==> config.mk <==
export PLATFORM = sky130hd
export DESIGN_NAME = exec_unit
export DESIGN_NICKNAME = d
export VERILOG_FILES = /design/src/hw/exec_pkg.sv /design/src/hw/exec_unit.sv
export SDC_FILE = /design/constraint.sdc
export NUM_CORES = 2
export LEC_CHECK = 0
export ABC_AREA = 1
export BUFFER_PORTS_ARGS = -buffer_cell sky130_fd_sc_hd__buf_2
export CORE_UTILIZATION = 30
export DETAILED_ROUTE_END_ITERATION = 8
export GPL_TIMING_DRIVEN = 0
export PLACE_DENSITY_LB_ADDON = 0.15
export SYNTH_ARGS = -nofsm -noshare
export SYNTH_HDL_FRONTEND = slang
export SYNTH_SLANG_ARGS = --single-unit
==> constraint.sdc <==
create_clock -name aclk -period 7.03 [get_ports aclk]
set_input_delay 0.3515 -clock aclk [delete_from_list [all_inputs] [get_ports aclk]]
set_output_delay 0.3515 -clock aclk [all_outputs]
set_load 0.005 [all_outputs]
==> src/hw/exec_pkg.sv <==
// Purpose: Constants for the move, branch, skip, table and miscellaneous execution unit.
// Assumes: Opcodes and register offsets here are local encodings of this unit.
// Notes: Cycle figures are instruction cycles of one aclk each.
// Summary of operation
// - Memory byte copied into working register in one cycle, flags untouched.
// - Working register written to memory byte in one cycle, flags untouched.
// - Immediate loaded into working register in one cycle, no flags.
// - Single bit 0..7 of memory byte cleared or set in one cycle.
// - Jump, call, return, literal return, interrupt return take two cycles, no flags.
// - Literal return pops address and loads immediate into working register.
// - Skip-when-zero-copy copies byte to working register and skips on zero.
// - Skip next instruction when whole memory byte is nonzero.
// - Bit-test skip skips when selected bit is zero.
// - Complementary bit-test skip skips when selected bit is one.
// - Increment or decrement and skip on zero result; result to memory or register.
// - Skip instructions take one cycle without skip, three when taken.
// - Any write of program counter low byte takes two cycles, three if the same instruction also skips.
// - Table fetch, given- or last-page form alike, ignores page; high to result register, low to memory.
// - Preincrement table fetch advances table pointer low first, then fetches.
// - Watchdog clear restarts watchdog and clears expiry and powerdown flags.
// - Power-down takes one cycle, enters power-down, updates both flags.
// - Nibble exchange swaps high and low nibbles to memory or working register.
package exec_pkg;

  // ==========================================================================
  // Register map of the AXI4-Lite slave
  localparam logic [7:0] OFS_INSTR = 8'h00;
  localparam logic [7:0] OFS_WREG = 8'h04;
  localparam logic [7:0] OFS_PC = 8'h08;
  localparam logic [7:0] OFS_TABLE_POINTER_LOW = 8'h0C;
  localparam logic [7:0] OFS_TABLE_RESULT_HIGH = 8'h10;
  localparam logic [7:0] OFS_STATUS = 8'h14;
  localparam logic [7:0] OFS_CYCLES = 8'h18;
  localparam logic [7:0] OFS_MEM = 8'h80;
  localparam logic [7:0] OFS_ROM = 8'hC0;
  localparam int MEM_DEPTH = 16;
  localparam int ROM_DEPTH = 16;
  localparam int PCL_ADDR = 2;
  localparam int ST_TO = 0;
  localparam int ST_PDF = 1;
  localparam int ST_HALT = 2;
  localparam int ST_BUSY = 3;
  localparam int ST_SKIP = 4;
  localparam logic [7:0] BYTE_ZERO = 8'h00;
  localparam logic [7:0] BYTE_ONES = 8'hFF;
  localparam logic [1:0] CYC_ONE = 2'h1;
  localparam logic [1:0] CYC_TWO = 2'h2;
  localparam logic [1:0] CYC_SKIP = 2'h3;
  localparam logic [1:0] RESP_OKAY = 2'h0;
  localparam logic [1:0] RESP_SLVERR = 2'h2;

  // ==========================================================================
  // Instruction word: op [23:16], bit [15:13], page [12:8], operand [7:0]
  typedef enum logic [7:0]
  {
    OP_IDLE = 8'h00, OP_LOAD_W = 8'h01, OP_STORE_W = 8'h02, OP_LOAD_IMM = 8'h03,
    OP_BIT_CLR = 8'h04, OP_BIT_SET = 8'h05, OP_BRANCH = 8'h06, OP_CALL = 8'h07,
    OP_EXIT = 8'h08, OP_EXIT_LIT = 8'h09, OP_INT_EXIT = 8'h0A, OP_SZ = 8'h0B,
    OP_SZ_COPY = 8'h0C, OP_SNZ = 8'h0D, OP_SZ_BIT = 8'h0E, OP_SNZ_BIT = 8'h0F,
    OP_INC_SZ = 8'h10, OP_DEC_SZ = 8'h11, OP_INC_SZ_W = 8'h12, OP_DEC_SZ_W = 8'h13,
    OP_TFETCH = 8'h14, OP_TFETCH_LAST = 8'h15, OP_TFETCH_PRE = 8'h16,
    OP_TFETCH_PRE_LAST = 8'h17, OP_FORCE_ZERO = 8'h18, OP_FORCE_ONES = 8'h19,
    OP_WDT_CLEAR = 8'h1A, OP_NIBBLE = 8'h1B, OP_NIBBLE_W = 8'h1C, OP_POWERDOWN = 8'h1D
  } opcode_e;

endpackage

==> src/hw/exec_unit.sv <==
// Purpose: Executes move, bit, branch, skip, call/return, table and misc instructions.
// Assumes: Software posts one instruction word at a time over AXI4-Lite.
// Notes: Data memory and table program memory are small flip-flop arrays here.
`timescale 1ns/1ps
`default_nettype none

module exec_unit #(
  parameter int STACK_DEPTH = 4
)
(
  // Clock and reset
  input wire logic aclk,
  input wire logic aresetn,
  // AXI4-Lite write address and data
  input wire logic [7:0] s_axi_awaddr,
  input wire logic s_axi_awvalid,
  output logic s_axi_awready,
  input wire logic [31:0] s_axi_wdata,
  input wire logic [3:0] s_axi_wstrb,
  input wire logic s_axi_wvalid,
  output logic s_axi_wready,
  // AXI4-Lite write response
  output logic [1:0] s_axi_bresp,
  output logic s_axi_bvalid,
  input wire logic s_axi_bready,
  // AXI4-Lite read
  input wire logic [7:0] s_axi_araddr,
  input wire logic s_axi_arvalid,
  output logic s_axi_arready,
  output logic [31:0] s_axi_rdata,
  output logic [1:0] s_axi_rresp,
  output logic s_axi_rvalid,
  input wire logic s_axi_rready,
  // Watchdog and power control
  output logic watchdog_restart,
  output logic powerdown_mode
);

  // ==========================================================================
  // State
  typedef enum {S_IDLE, S_EXEC, S_WAIT} phase_e;
  phase_e phase_ff, nxt_phase;
  logic [7:0] mem_ff [exec_pkg::MEM_DEPTH];
  logic [7:0] nxt_mem [exec_pkg::MEM_DEPTH];
  logic [15:0] rom_ff [exec_pkg::ROM_DEPTH];
  logic [15:0] nxt_rom [exec_pkg::ROM_DEPTH];
  logic [23:0] instr_ff, nxt_instr;
  logic [7:0] working_register_ff, nxt_working_register;
  logic [12:0] pc_ff, nxt_pc;
  logic [12:0] stack_ff [STACK_DEPTH];
  logic [12:0] nxt_stack [STACK_DEPTH];
  logic [1:0] sp_ff, nxt_sp;
  logic [7:0] table_pointer_low_ff, nxt_table_pointer_low;
  logic [7:0] table_result_high_ff, nxt_table_result_high;
  logic watchdog_expiry_flag_ff, nxt_watchdog_expiry_flag;
  logic powerdown_flag_ff, nxt_powerdown_flag;
  logic halt_ff, nxt_halt;
  logic skip_ff, nxt_skip;
  logic [1:0] cnt_ff, nxt_cnt;
  logic [31:0] cycles_ff, nxt_cycles;
  logic wd_restart_ff, nxt_wd_restart;
  // Bus state
  logic aw_ff, nxt_aw, w_ff, nxt_w, bvalid_ff, nxt_bvalid, rvalid_ff, nxt_rvalid;
  logic [7:0] awaddr_ff, nxt_awaddr;
  logic [31:0] wdata_ff, nxt_wdata, rdata_ff, nxt_rdata;
  logic [1:0] bresp_ff, nxt_bresp, rresp_ff, nxt_rresp;

  // ==========================================================================
  // Decode helpers
  exec_pkg::opcode_e op;
  logic [2:0] bsel;
  logic [3:0] ma;
  logic [7:0] mv, imm;
  assign op = exec_pkg::opcode_e'(instr_ff[23:16]);
  assign bsel = instr_ff[15:13];
  assign imm = instr_ff[7:0];
  assign ma = instr_ff[3:0];
  assign mv = mem_ff[ma];

  assign s_axi_awready = !aw_ff && !bvalid_ff;
  assign s_axi_wready = !w_ff && !bvalid_ff;
  assign s_axi_arready = !rvalid_ff;
  assign s_axi_bvalid = bvalid_ff;
  assign s_axi_bresp = bresp_ff;
  assign s_axi_rvalid = rvalid_ff;
  assign s_axi_rdata = rdata_ff;
  assign s_axi_rresp = rresp_ff;
  assign watchdog_restart = wd_restart_ff;
  assign powerdown_mode = halt_ff;

  // ==========================================================================
  // Next state
  always_comb
  begin
    logic [7:0] res;
    logic [7:0] tp;
    logic [12:0] pc1;
    logic [1:0] len;
    logic wr_mem, sk, wr_pcl;
    logic [7:0] a;
    logic [31:0] d;
    logic go;
    res = exec_pkg::BYTE_ZERO;
    tp = table_pointer_low_ff;
    pc1 = pc_ff + 13'h1;
    len = exec_pkg::CYC_ONE;
    wr_mem = 1'b0;
    sk = 1'b0;
    wr_pcl = 1'b0;
    a = awaddr_ff;
    d = wdata_ff;
    go = 1'b0;
    nxt_phase = phase_ff;
    nxt_mem = mem_ff;
    nxt_rom = rom_ff;
    nxt_instr = instr_ff;
    nxt_working_register = working_register_ff;
    nxt_pc = pc_ff;
    nxt_stack = stack_ff;
    nxt_sp = sp_ff;
    nxt_table_pointer_low = table_pointer_low_ff;
    nxt_table_result_high = table_result_high_ff;
    nxt_watchdog_expiry_flag = watchdog_expiry_flag_ff;
    nxt_powerdown_flag = powerdown_flag_ff;
    nxt_halt = halt_ff;
    nxt_skip = skip_ff;
    nxt_cnt = cnt_ff;
    nxt_cycles = cycles_ff;
    nxt_wd_restart = 1'b0;
    nxt_aw = aw_ff;
    nxt_w = w_ff;
    nxt_awaddr = awaddr_ff;
    nxt_wdata = wdata_ff;
    nxt_bvalid = bvalid_ff;
    nxt_bresp = bresp_ff;
    nxt_rvalid = rvalid_ff;
    nxt_rdata = rdata_ff;
    nxt_rresp = rresp_ff;
    // Address and data may arrive in either order; each is latched alone.
    if (s_axi_awvalid && s_axi_awready)
    begin
      nxt_aw = 1'b1;
      nxt_awaddr = s_axi_awaddr;
      a = s_axi_awaddr;
    end
    if (s_axi_wvalid && s_axi_wready)
    begin
      nxt_w = 1'b1;
      nxt_wdata = s_axi_wdata;
      d = s_axi_wdata;
    end
    if (nxt_aw && nxt_w)
    begin
      nxt_aw = 1'b0;
      nxt_w = 1'b0;
      nxt_bvalid = 1'b1;
      nxt_bresp = exec_pkg::RESP_OKAY;
      // Status and table memory writes are taken while one executes; all others are refused.
      if (a == exec_pkg::OFS_INSTR && phase_ff == S_IDLE && s_axi_wstrb[2:0] == 3'h7)
      begin
        nxt_instr = d[23:0];
        nxt_phase = S_EXEC;
      end
      else if (a == exec_pkg::OFS_WREG && phase_ff == S_IDLE)
        nxt_working_register = d[7:0];
      else if (a == exec_pkg::OFS_TABLE_POINTER_LOW && phase_ff == S_IDLE)
        nxt_table_pointer_low = d[7:0];
      else if (a == exec_pkg::OFS_PC && phase_ff == S_IDLE)
        nxt_pc = d[12:0];
      else if (a == exec_pkg::OFS_STATUS)
      begin
        // Writing zero to the power-down bit wakes the core.
        if (!d[exec_pkg::ST_HALT])
          nxt_halt = 1'b0;
      end
      else if (a[7:6] == exec_pkg::OFS_MEM[7:6] && {1'b0, a[5:2]} < 5'(exec_pkg::MEM_DEPTH)
        && phase_ff == S_IDLE)
        nxt_mem[a[5:2]] = d[7:0];
      else if (a[7:6] == exec_pkg::OFS_ROM[7:6] && {1'b0, a[5:2]} < 5'(exec_pkg::ROM_DEPTH))
        nxt_rom[a[5:2]] = d[15:0];
      else
        nxt_bresp = exec_pkg::RESP_SLVERR;
    end
    if (bvalid_ff && s_axi_bready)
      nxt_bvalid = 1'b0;
    if (s_axi_arvalid && s_axi_arready)
    begin
      nxt_rvalid = 1'b1;
      nxt_rresp = exec_pkg::RESP_OKAY;
      nxt_rdata = 32'h0000_0000;
      case (s_axi_araddr)
        exec_pkg::OFS_INSTR: nxt_rdata = {8'h00, instr_ff};
        exec_pkg::OFS_WREG: nxt_rdata = {24'h000000, working_register_ff};
        exec_pkg::OFS_PC: nxt_rdata = {19'h00000, pc_ff};
        exec_pkg::OFS_TABLE_POINTER_LOW: nxt_rdata = {24'h000000, table_pointer_low_ff};
        exec_pkg::OFS_TABLE_RESULT_HIGH: nxt_rdata = {24'h000000, table_result_high_ff};
        exec_pkg::OFS_STATUS: nxt_rdata = {27'h0000000, skip_ff, phase_ff != S_IDLE, halt_ff,
          powerdown_flag_ff, watchdog_expiry_flag_ff};
        exec_pkg::OFS_CYCLES: nxt_rdata = cycles_ff;
        default:
        begin
          if (s_axi_araddr[7:6] == exec_pkg::OFS_MEM[7:6]
            && {1'b0, s_axi_araddr[5:2]} < 5'(exec_pkg::MEM_DEPTH))
            nxt_rdata = {24'h000000, mem_ff[s_axi_araddr[5:2]]};
          else if (s_axi_araddr[7:6] == exec_pkg::OFS_ROM[7:6])
            nxt_rdata = {16'h0000, rom_ff[s_axi_araddr[5:2]]};
          else
            nxt_rresp = exec_pkg::RESP_SLVERR;
        end
      endcase
    end
    if (rvalid_ff && s_axi_rready)
      nxt_rvalid = 1'b0;

    // Execution: all effects land in the first cycle, then the count runs out.
    case (phase_ff)
      S_IDLE: ;
      S_EXEC:
      begin
        go = 1'b1;
        nxt_pc = pc1;
        case (op)
          exec_pkg::OP_IDLE: ;
          exec_pkg::OP_LOAD_W: nxt_working_register = mv;
          exec_pkg::OP_STORE_W:
          begin
            res = working_register_ff;
            wr_mem = 1'b1;
          end
          exec_pkg::OP_LOAD_IMM: nxt_working_register = imm;
          exec_pkg::OP_BIT_CLR, exec_pkg::OP_BIT_SET:
          begin
            res = mv;
            res[bsel] = (op == exec_pkg::OP_BIT_SET);
            wr_mem = 1'b1;
          end
          exec_pkg::OP_BRANCH:
          begin
            nxt_pc = instr_ff[12:0];
            len = exec_pkg::CYC_TWO;
          end
          exec_pkg::OP_CALL:
          begin
            nxt_stack[sp_ff] = pc1;
            nxt_sp = sp_ff + 2'h1;
            nxt_pc = instr_ff[12:0];
            len = exec_pkg::CYC_TWO;
          end
          exec_pkg::OP_EXIT, exec_pkg::OP_EXIT_LIT, exec_pkg::OP_INT_EXIT:
          begin
            nxt_sp = sp_ff - 2'h1;
            nxt_pc = stack_ff[nxt_sp];
            len = exec_pkg::CYC_TWO;
            if (op == exec_pkg::OP_EXIT_LIT)
              nxt_working_register = imm;
          end
          exec_pkg::OP_SZ: sk = (mv == exec_pkg::BYTE_ZERO);
          exec_pkg::OP_SZ_COPY:
          begin
            nxt_working_register = mv;
            sk = (mv == exec_pkg::BYTE_ZERO);
          end
          exec_pkg::OP_SNZ: sk = (mv != exec_pkg::BYTE_ZERO);
          exec_pkg::OP_SZ_BIT: sk = !mv[bsel];
          exec_pkg::OP_SNZ_BIT: sk = mv[bsel];
          exec_pkg::OP_INC_SZ, exec_pkg::OP_DEC_SZ, exec_pkg::OP_INC_SZ_W, exec_pkg::OP_DEC_SZ_W:
          begin
            if (op == exec_pkg::OP_INC_SZ || op == exec_pkg::OP_INC_SZ_W)
              res = mv + 8'h01;
            else
              res = mv - 8'h01;
            sk = (res == exec_pkg::BYTE_ZERO);
            if (op == exec_pkg::OP_INC_SZ_W || op == exec_pkg::OP_DEC_SZ_W)
              nxt_working_register = res;
            else
              wr_mem = 1'b1;
          end
          exec_pkg::OP_TFETCH, exec_pkg::OP_TFETCH_LAST, exec_pkg::OP_TFETCH_PRE,
            exec_pkg::OP_TFETCH_PRE_LAST:
          begin
            if (op == exec_pkg::OP_TFETCH_PRE || op == exec_pkg::OP_TFETCH_PRE_LAST)
            begin
              tp = table_pointer_low_ff + 8'h01;
              nxt_table_pointer_low = tp;
            end
            // Page is ignored in this small table store; only pointer bits [3:0] shape the index.
            res = rom_ff[tp[3:0]][7:0];
            nxt_table_result_high = rom_ff[tp[3:0]][15:8];
            wr_mem = 1'b1;
            len = exec_pkg::CYC_TWO;
          end
          exec_pkg::OP_FORCE_ZERO, exec_pkg::OP_FORCE_ONES:
          begin
            res = exec_pkg::BYTE_ZERO;
            if (op == exec_pkg::OP_FORCE_ONES)
              res = exec_pkg::BYTE_ONES;
            wr_mem = 1'b1;
          end
          exec_pkg::OP_WDT_CLEAR:
          begin
            nxt_wd_restart = 1'b1;
            nxt_watchdog_expiry_flag = 1'b0;
            nxt_powerdown_flag = 1'b0;
          end
          exec_pkg::OP_NIBBLE:
          begin
            res = {mv[3:0], mv[7:4]};
            wr_mem = 1'b1;
          end
          exec_pkg::OP_NIBBLE_W: nxt_working_register = {mv[3:0], mv[7:4]};
          exec_pkg::OP_POWERDOWN:
          begin
            nxt_halt = 1'b1;
            nxt_watchdog_expiry_flag = 1'b0;
            nxt_powerdown_flag = 1'b1;
          end
          default: ;
        endcase
        if (wr_mem)
          nxt_mem[ma] = res;
        wr_pcl = wr_mem && ma == 4'(exec_pkg::PCL_ADDR);
        if (wr_pcl)
          nxt_pc = {pc_ff[12:8], res};
        if (sk)
        begin
          nxt_pc = pc_ff + 13'h2;
          len = exec_pkg::CYC_SKIP;
        end
        else if (wr_pcl)
          len = exec_pkg::CYC_TWO;
        nxt_skip = sk;
        nxt_cnt = len - 2'h1;
        nxt_phase = (len == exec_pkg::CYC_ONE) ? S_IDLE : S_WAIT;
      end
      S_WAIT:
      begin
        go = 1'b1;
        nxt_cnt = cnt_ff - 2'h1;
        if (cnt_ff == exec_pkg::CYC_ONE)
          nxt_phase = S_IDLE;
      end
      default: nxt_phase = S_IDLE;
    endcase
    if (go)
      nxt_cycles = cycles_ff + 32'h1;
  end

  // ==========================================================================
  // Registers
  always_ff @(posedge aclk)
  begin
    if (!aresetn)
    begin
      phase_ff <= S_IDLE;
      for (int i = 0; i < exec_pkg::MEM_DEPTH; i++)
        mem_ff[i] <= exec_pkg::BYTE_ZERO;
      for (int i = 0; i < exec_pkg::ROM_DEPTH; i++)
        rom_ff[i] <= 16'h0000;
      for (int i = 0; i < STACK_DEPTH; i++)
        stack_ff[i] <= 13'h0000;
      instr_ff <= 24'h000000;
      working_register_ff <= exec_pkg::BYTE_ZERO;
      pc_ff <= 13'h0000;
      sp_ff <= 2'h0;
      table_pointer_low_ff <= exec_pkg::BYTE_ZERO;
      table_result_high_ff <= exec_pkg::BYTE_ZERO;
      watchdog_expiry_flag_ff <= 1'b0;
      powerdown_flag_ff <= 1'b0;
      halt_ff <= 1'b0;
      skip_ff <= 1'b0;
      cnt_ff <= 2'h0;
      cycles_ff <= 32'h0000_0000;
      wd_restart_ff <= 1'b0;
      aw_ff <= 1'b0;
      w_ff <= 1'b0;
      bvalid_ff <= 1'b0;
      rvalid_ff <= 1'b0;
      awaddr_ff <= 8'h00;
      wdata_ff <= 32'h0000_0000;
      rdata_ff <= 32'h0000_0000;
      bresp_ff <= exec_pkg::RESP_OKAY;
      rresp_ff <= exec_pkg::RESP_OKAY;
    end
    else
    begin
      phase_ff <= nxt_phase;
      mem_ff <= nxt_mem;
      rom_ff <= nxt_rom;
      stack_ff <= nxt_stack;
      instr_ff <= nxt_instr;
      working_register_ff <= nxt_working_register;
      pc_ff <= nxt_pc;
      sp_ff <= nxt_sp;
      table_pointer_low_ff <= nxt_table_pointer_low;
      table_result_high_ff <= nxt_table_result_high;
      watchdog_expiry_flag_ff <= nxt_watchdog_expiry_flag;
      powerdown_flag_ff <= nxt_powerdown_flag;
      halt_ff <= nxt_halt;
      skip_ff <= nxt_skip;
      cnt_ff <= nxt_cnt;
      cycles_ff <= nxt_cycles;
      wd_restart_ff <= nxt_wd_restart;
      aw_ff <= nxt_aw;
      w_ff <= nxt_w;
      bvalid_ff <= nxt_bvalid;
      rvalid_ff <= nxt_rvalid;
      awaddr_ff <= nxt_awaddr;
      wdata_ff <= nxt_wdata;
      rdata_ff <= nxt_rdata;
      bresp_ff <= nxt_bresp;
      rresp_ff <= nxt_rresp;
    end
  end

endmodule

`default_nettype wire

Word level (Yosys, flattened, before mapping)
Cells that the tools add are included.
- add/subtract/negate cells: 10
- magnitude comparators: 11
- eq/ne operators: 53
- mux-type cells: 118
- bitwise operators: 13
- reduce and logical (&&, ||, !) cells: 64
- operators with widths (kind ; count):
    128-bit two-way mux ; 9
    128-bit bitwise mux ; 2
    256-bit bitwise mux ; 1
    32-bit case mux with 7 select lines ; 1
    8-bit two-way mux ; 25
    8-bit by 5-bit == test with 1-bit output, second input constant ; 18
    13-bit two-way mux ; 11
    16-bit binary-select mux with 4-bit select ; 2
    16-bit two-way mux ; 7
    8-bit by 4-bit == test with 1-bit output, second input constant ; 12
    32-bit two-way mux ; 3
    32-bit case mux with 3 select lines ; 1
    8-bit binary-select mux with 4-bit select ; 2
    16-bit demux with 4-bit select ; 1
    8-bit demux with 4-bit select ; 2
    32-bit zero test ; 2
    52-bit bitwise mux ; 1
    8-bit by 3-bit == test with 1-bit output, second input constant ; 6
    8-bit case mux with 6 select lines ; 1
    8-bit case mux with 5 select lines ; 1
    32-bit by 1-bit adder with 32-bit output, second input constant ; 1
    32-bit by 1-bit == test with 1-bit output, second input constant ; 1
    32-bit by 2-bit == test with 1-bit output, second input constant ; 1
    8-bit zero test ; 4
    52 further kinds ; 154
- bits in registers: 641
- input port bits: 59

Logic depth before layout (Yosys ltp)
- depth in word-level cells: 20
- gate-level depth with buffers: 27
- depth with buffers taken out: 26

Worst setup path after synthesis
Ideal clock, no wire load.
- path type: reg2reg
- from: register instr_ff[22]
- to: register cnt_ff[1]
- data arrival time: 3205 ps
- data required time: 6956 ps
- path slack: 3751 ps
- stages on the path, launching flop included: 21
- clock period less this slack: 3279 ps
- cell sequence: dfxtp_1 > inv_1 > nand2_1 > nor2_2 > inv_2 > nor2_2 > nand2_1 > fa_1 > nand3_1 > nand3_1 > xor2_1 > nand2_1 > nor3_1 > nand3_1 > nor2_1 > nand2_1 > nand3_4 > nor2_1 > ha_1 > nand2_1 > a31oi_1
- longest elaborated chain between the ends: 12
- elaborated cells on any way between the ends: 46
- classes of those cells: 1 x add/sub; 24 x eq/ne; 13 x mux; 8 x reduce/logical
- ends and longest elaborated chain (what ; RTL line ; RTL):
    start: declaration ; exec_unit.sv:47 ; logic [23:0] instr_ff, nxt_instr;
    start signal: assignment ; exec_unit.sv:390 ; instr_ff <= nxt_instr;
    8-bit by 5-bit == test with 1-bit output, on equally long branches ; exec_unit.sv:222, exec_unit.sv:268, exec_unit.sv:273 ;
    1-bit logical OR ; exec_unit.sv:268 ; if (op == exec_pkg::OP_INC_SZ || op == exec_pkg::OP_INC_SZ_W)
    8-bit two-way mux ; exec_unit.sv:268 ;
    8-bit two-way mux ; exec_unit.sv:222 ; case (op)
    8-bit two-way mux ; exec_unit.sv:216 ; case (phase_ff)
    8-bit zero test ; exec_unit.sv:272 ; sk = (res == exec_pkg::BYTE_ZERO);
    1-bit case mux with 5 select lines ; exec_unit.sv:222 ;
    1-bit two-way mux ; exec_unit.sv:216 ;
    2-bit two-way mux * ; exec_unit.sv:324 ; if (sk)
    2-bit two-way mux * ; exec_unit.sv:216 ;
    2-bit by 1-bit subtractor with 2-bit output * ; exec_unit.sv:332 ; nxt_cnt = len - 2'h1;
    2-bit case mux with 2 select lines * ; exec_unit.sv:216 ;
    end signal: assignment ; exec_unit.sv:400 ; cnt_ff <= nxt_cnt;
    end: declaration ; exec_unit.sv:59 ; logic [1:0] cnt_ff, nxt_cnt;
Mark *: on every way between the ends. The rest lies on a longest branch, timed or not. The select of a mux whose other input is x is not followed.
A chain may end at the register's enable or synchronous reset.

Worst setup path after layout
- from: register instr_ff[19]
- to: register mem_ff[95] in the netlist's numbering
- longest elaborated chain between the ends: 14
- elaborated cells on any way between the ends: 42
- classes of those cells: 14 x eq/ne; 19 x mux; 1 x bitwise; 8 x reduce/logical
- ends and longest elaborated chain (what ; RTL line ; RTL):
    8-bit by 5-bit == test with 1-bit output ; exec_unit.sv:222, exec_unit.sv:281 ;
    1-bit logical OR ; exec_unit.sv:281 ; if (op == exec_pkg::OP_TFETCH_PRE || op == exec_pkg::OP_TFETCH_PRE_LAST)
    4-bit two-way mux ; exec_unit.sv:281 ;
    4-bit two-way mux ; exec_unit.sv:222 ;
    4-bit two-way mux ; exec_unit.sv:216 ;
    4-bit inverter with 5-bit output (not written as such) ; exec_unit.sv:287 ; res = rom_ff[tp[3:0]][7:0];
    16-bit binary-select mux with 4-bit select ; exec_unit.sv:287 ;
    16-bit two-way mux (2 in series) ; - ;
    8-bit case mux with 6 select lines ; exec_unit.sv:222 ;
    8-bit two-way mux ; exec_unit.sv:216 ;
    128-bit bitwise mux ; exec_unit.sv:320 ; nxt_mem[ma] = res;
    128-bit two-way mux * ; exec_unit.sv:319 ; if (wr_mem)
    128-bit two-way mux * ; exec_unit.sv:216 ;
    end signal: indexed assignment ; exec_unit.sv:356 ; mem_ff[i] <= exec_pkg::BYTE_ZERO;
    end signal: assignment ; exec_unit.sv:387 ; mem_ff <= nxt_mem;
    end: declaration ; exec_unit.sv:43 ; logic [7:0] mem_ff [exec_pkg::MEM_DEPTH];
Marked as above.

==> metrics.cfg <==
[sta]
slew_viol_final=11
period_share=0.7739
rsz0062_at_grt=no
max_freq_mhz=183.8
slew_headroom=-0.01328
tns_ns=0
finClkSkew_ns=0.03395
final.min_clock_period_ns=5.441
hold_viol=0
worst_pin_slew_ns=1.520
finalSetupViolations=0

[drt]
drt_iter0_drc=5436
drc=0
dr.pass1.iters=8
drt-total-wl_microns=193600
ant_nets=0
wire_per_inst_microns=28.50
viasPerCell=5.811
vias=39470

[die]
core_area_sq_um=111300
die_w_microns=337.9
fp.dieH_microns=337.9
initial_utilization=0.3042
dieArea_sq_um=114200
ioPinCount=102
rows=122

[worst_setup_path]
worstSetupPathType=register to register
cp_data_arrival_time_ns=6.05
start_kind=register
required_ns=7.64
path_max_fanout=10
end_kind=register
cp-startpoint=instr_ff[19]
reg2reg_from=instr_ff[19]

[layout]
fin_util=0.3509
layout_common_cells=nand2_1 (952), dfxtp_1 (639), o21ai_0 (620)
drive_gt1_frac=0.06259
nets=5324
design_area_sq_um=39040
layout_commonest_cell=nand2_1
stdcell_count=6792
fill_cells=12380
synthToLayoutAreaGrowth_pct=15.34
antenna_cells=0

[pwr]
leakage_nw=15.22
powerDensity_nw_per_um2=233.4
peakVddDrop_mv=0.1765

[place]
dp_cells=6639
io_buffer_count=89
dpl-instance-area_sq_um=36300
dp_hpwl_microns=146600
gp_congestion=1.050

[yosys]
synth-seq-cells=639
ys_seq_area_frac=0.3779
yosys_warnings=0
synthArstFlopShare=0
synthCells=5029
synth_edf_count=0
synth_area_per_cell_sq_um=6.731
ys.flop_type=dfxtp_1
netlist_area_sq_um=33850
synthDistinctLibCells=57

[clock_tree]
insertion_delay_ns=0.68
cts.sinks=639
post_cts.repair.setup_buffers=0
cts_buffers=78
path_clk_slew_ns=0.06
htreeDepth=3
cts_tree=done
cts_root_buf=clkbuf_16
ctsLongestPathBuffers=3

[global_route]
antenna_found_initial=6
grt_pass1_wl_microns=268000
grt_max_degree=13
grt.total_usage=0.3296
overflow=0
grt_pass1_vias=35370

[worst_hold_path]
hold_start=s_axi_awaddr[5]
hp-class=input port to register

[run_status]
failed_checks=capacitance limit, slew limit
status=finished with violations

[job]
cap_viol_max_count=1

-- synth_stat cells, types with 5 or more instances --
cell / instances / area, sq um
buf_2: 46 / 230.2
o21a_1: 8 / 60.06
a211oi_1: 57 / 427.9
inv_1: 614 / 2305
nand3b_1: 5 / 37.54
nor3_1: 55 / 275.3
clkinv_1: 7 / 26.28
o22ai_1: 163 / 1020
mux2i_1: 17 / 170.2
inv_2: 12 / 45.04
buf_1: 27 / 101.4
ha_1: 17 / 212.7
dfxtp_1: 639 / 12790
nand2_1: 952 / 3573
nand3_1: 221 / 1106
a221oi_1: 19 / 166.4
nor2_2: 15 / 93.84
a31oi_1: 19 / 118.9
o2111ai_1: 20 / 175.2
nand4_1: 25 / 156.4
nor2_1: 302 / 1134
or2_2: 16 / 100.1
o21ai_0: 621 / 3108
a21oi_1: 564 / 2823
a22oi_1: 42 / 315.3
nand2_2: 6 / 37.54
xor2_1: 20 / 175.2
o211ai_1: 147 / 1104
buf_4: 7 / 52.55
o311ai_0: 18 / 157.7
o221ai_1: 37 / 324.1
clkbuf_1: 261 / 979.7
-- where the power goes --
part / total, W / internal, W / leakage [nW] / switching (W)
logic: 0.00120 / 0.000179 / 8.78 / 0.00102
clock network: 0.00421 / 0.00243 / 1.28 / 0.00178
registers: 0.00370 / 0.00368 / 5.17 / 0.0000224
-- cells by family (layout without fill, tap and decap cells) --
kind of cell	Yosys count	after routing	share of synthesized area
simple gates	1613	1613	0.1968
mux	17	17	0.005027
fa+ha+maj	18	18	0.006875
other cells	1	32	0.0001108
flops	639	639	0.3779
xor+xnor	24	24	0.006210
buf+inv	976	1220	0.1111
compound gates	1741	1741	0.2959
-- state kept, by name, indices dropped and copies added, names as in the netlist, 13 cells and up --
register / cells
cycles_ff: 32
instr_ff: 24
mem_ff: 128
pc_ff: 13
phase_ff: 32
rom_ff: 256
s_axi_rdata: 32
stack_ff: 52
wdata_ff: 24
-- what timing repair did --
item	in CTS	in global routing
endpoints found under the hold margin	16	0
hold buffers	16	0
gates resized for setup	0	0
-- path summary, 6_finish.rpt --
check,to,slack (ns),depth (start not counted)
worst max register to register,mem_ff[95],1.59,14
worst min register to register,stack_ff[8],0.45,2
worst min-delay path,awaddr_ff[5],0.04,3
worst max-delay path,mem_ff[95],1.59,14
-- stage by stage --
stage | setup slack [ns] | hold slack (ns) | total power, W
after global placement | 1.939 | 0.4352 | 0.004886
after detailed placement | 1.926 | 0.4404 | 0.004896
final | 1.589 | 0.04390 | 0.009111
after global routing | 1.555 | 0.08309 | 0.009274
after CTS | 1.905 | 0.01744 | 0.009060
after floorplan | 3.751 | 0.4237 | 0.004232
-- layout make-up --
class                      instances  area (sq um)  share of cell area
inverter                         633          2376             0.06086
multi-input combinational       3445         17420              0.4461
buffer                           343          1386             0.03551
sequential                       639         12790              0.3277
clock buffer                     115          2355             0.06031
clock inverter                    22         224.0            0.005736
timing repair buffer             107         631.9             0.01618
tap                             1488          1862             0.04769
-- metal layers --
metal	routed length, microns	up-vias	global-route usage
li1	-	17500	-
met1	81070	19020	0.4467
met2	81450	2461	0.4887
met3	20980	489	0.07580
met4	10050	8	0.1609
met5	53	-	0
-- worst max-delay path: stages, from the launching register on --
cell	delay, ns
dfxtp_1	0.46
inv_1	0.26
nand2_2	0.26
nor2_1	0.14
nand2_1	0.22
inv_1	0.11
o21ai_0	0.52
clkbuf_1	0.71
nand3_1	0.21
nand3_1	0.20
nand3_1	0.36
nand3_1	0.77
clkbuf_1	0.85
o21ai_0	0.18
inv_1	0.09
Power figures use the tool's default switching activity.
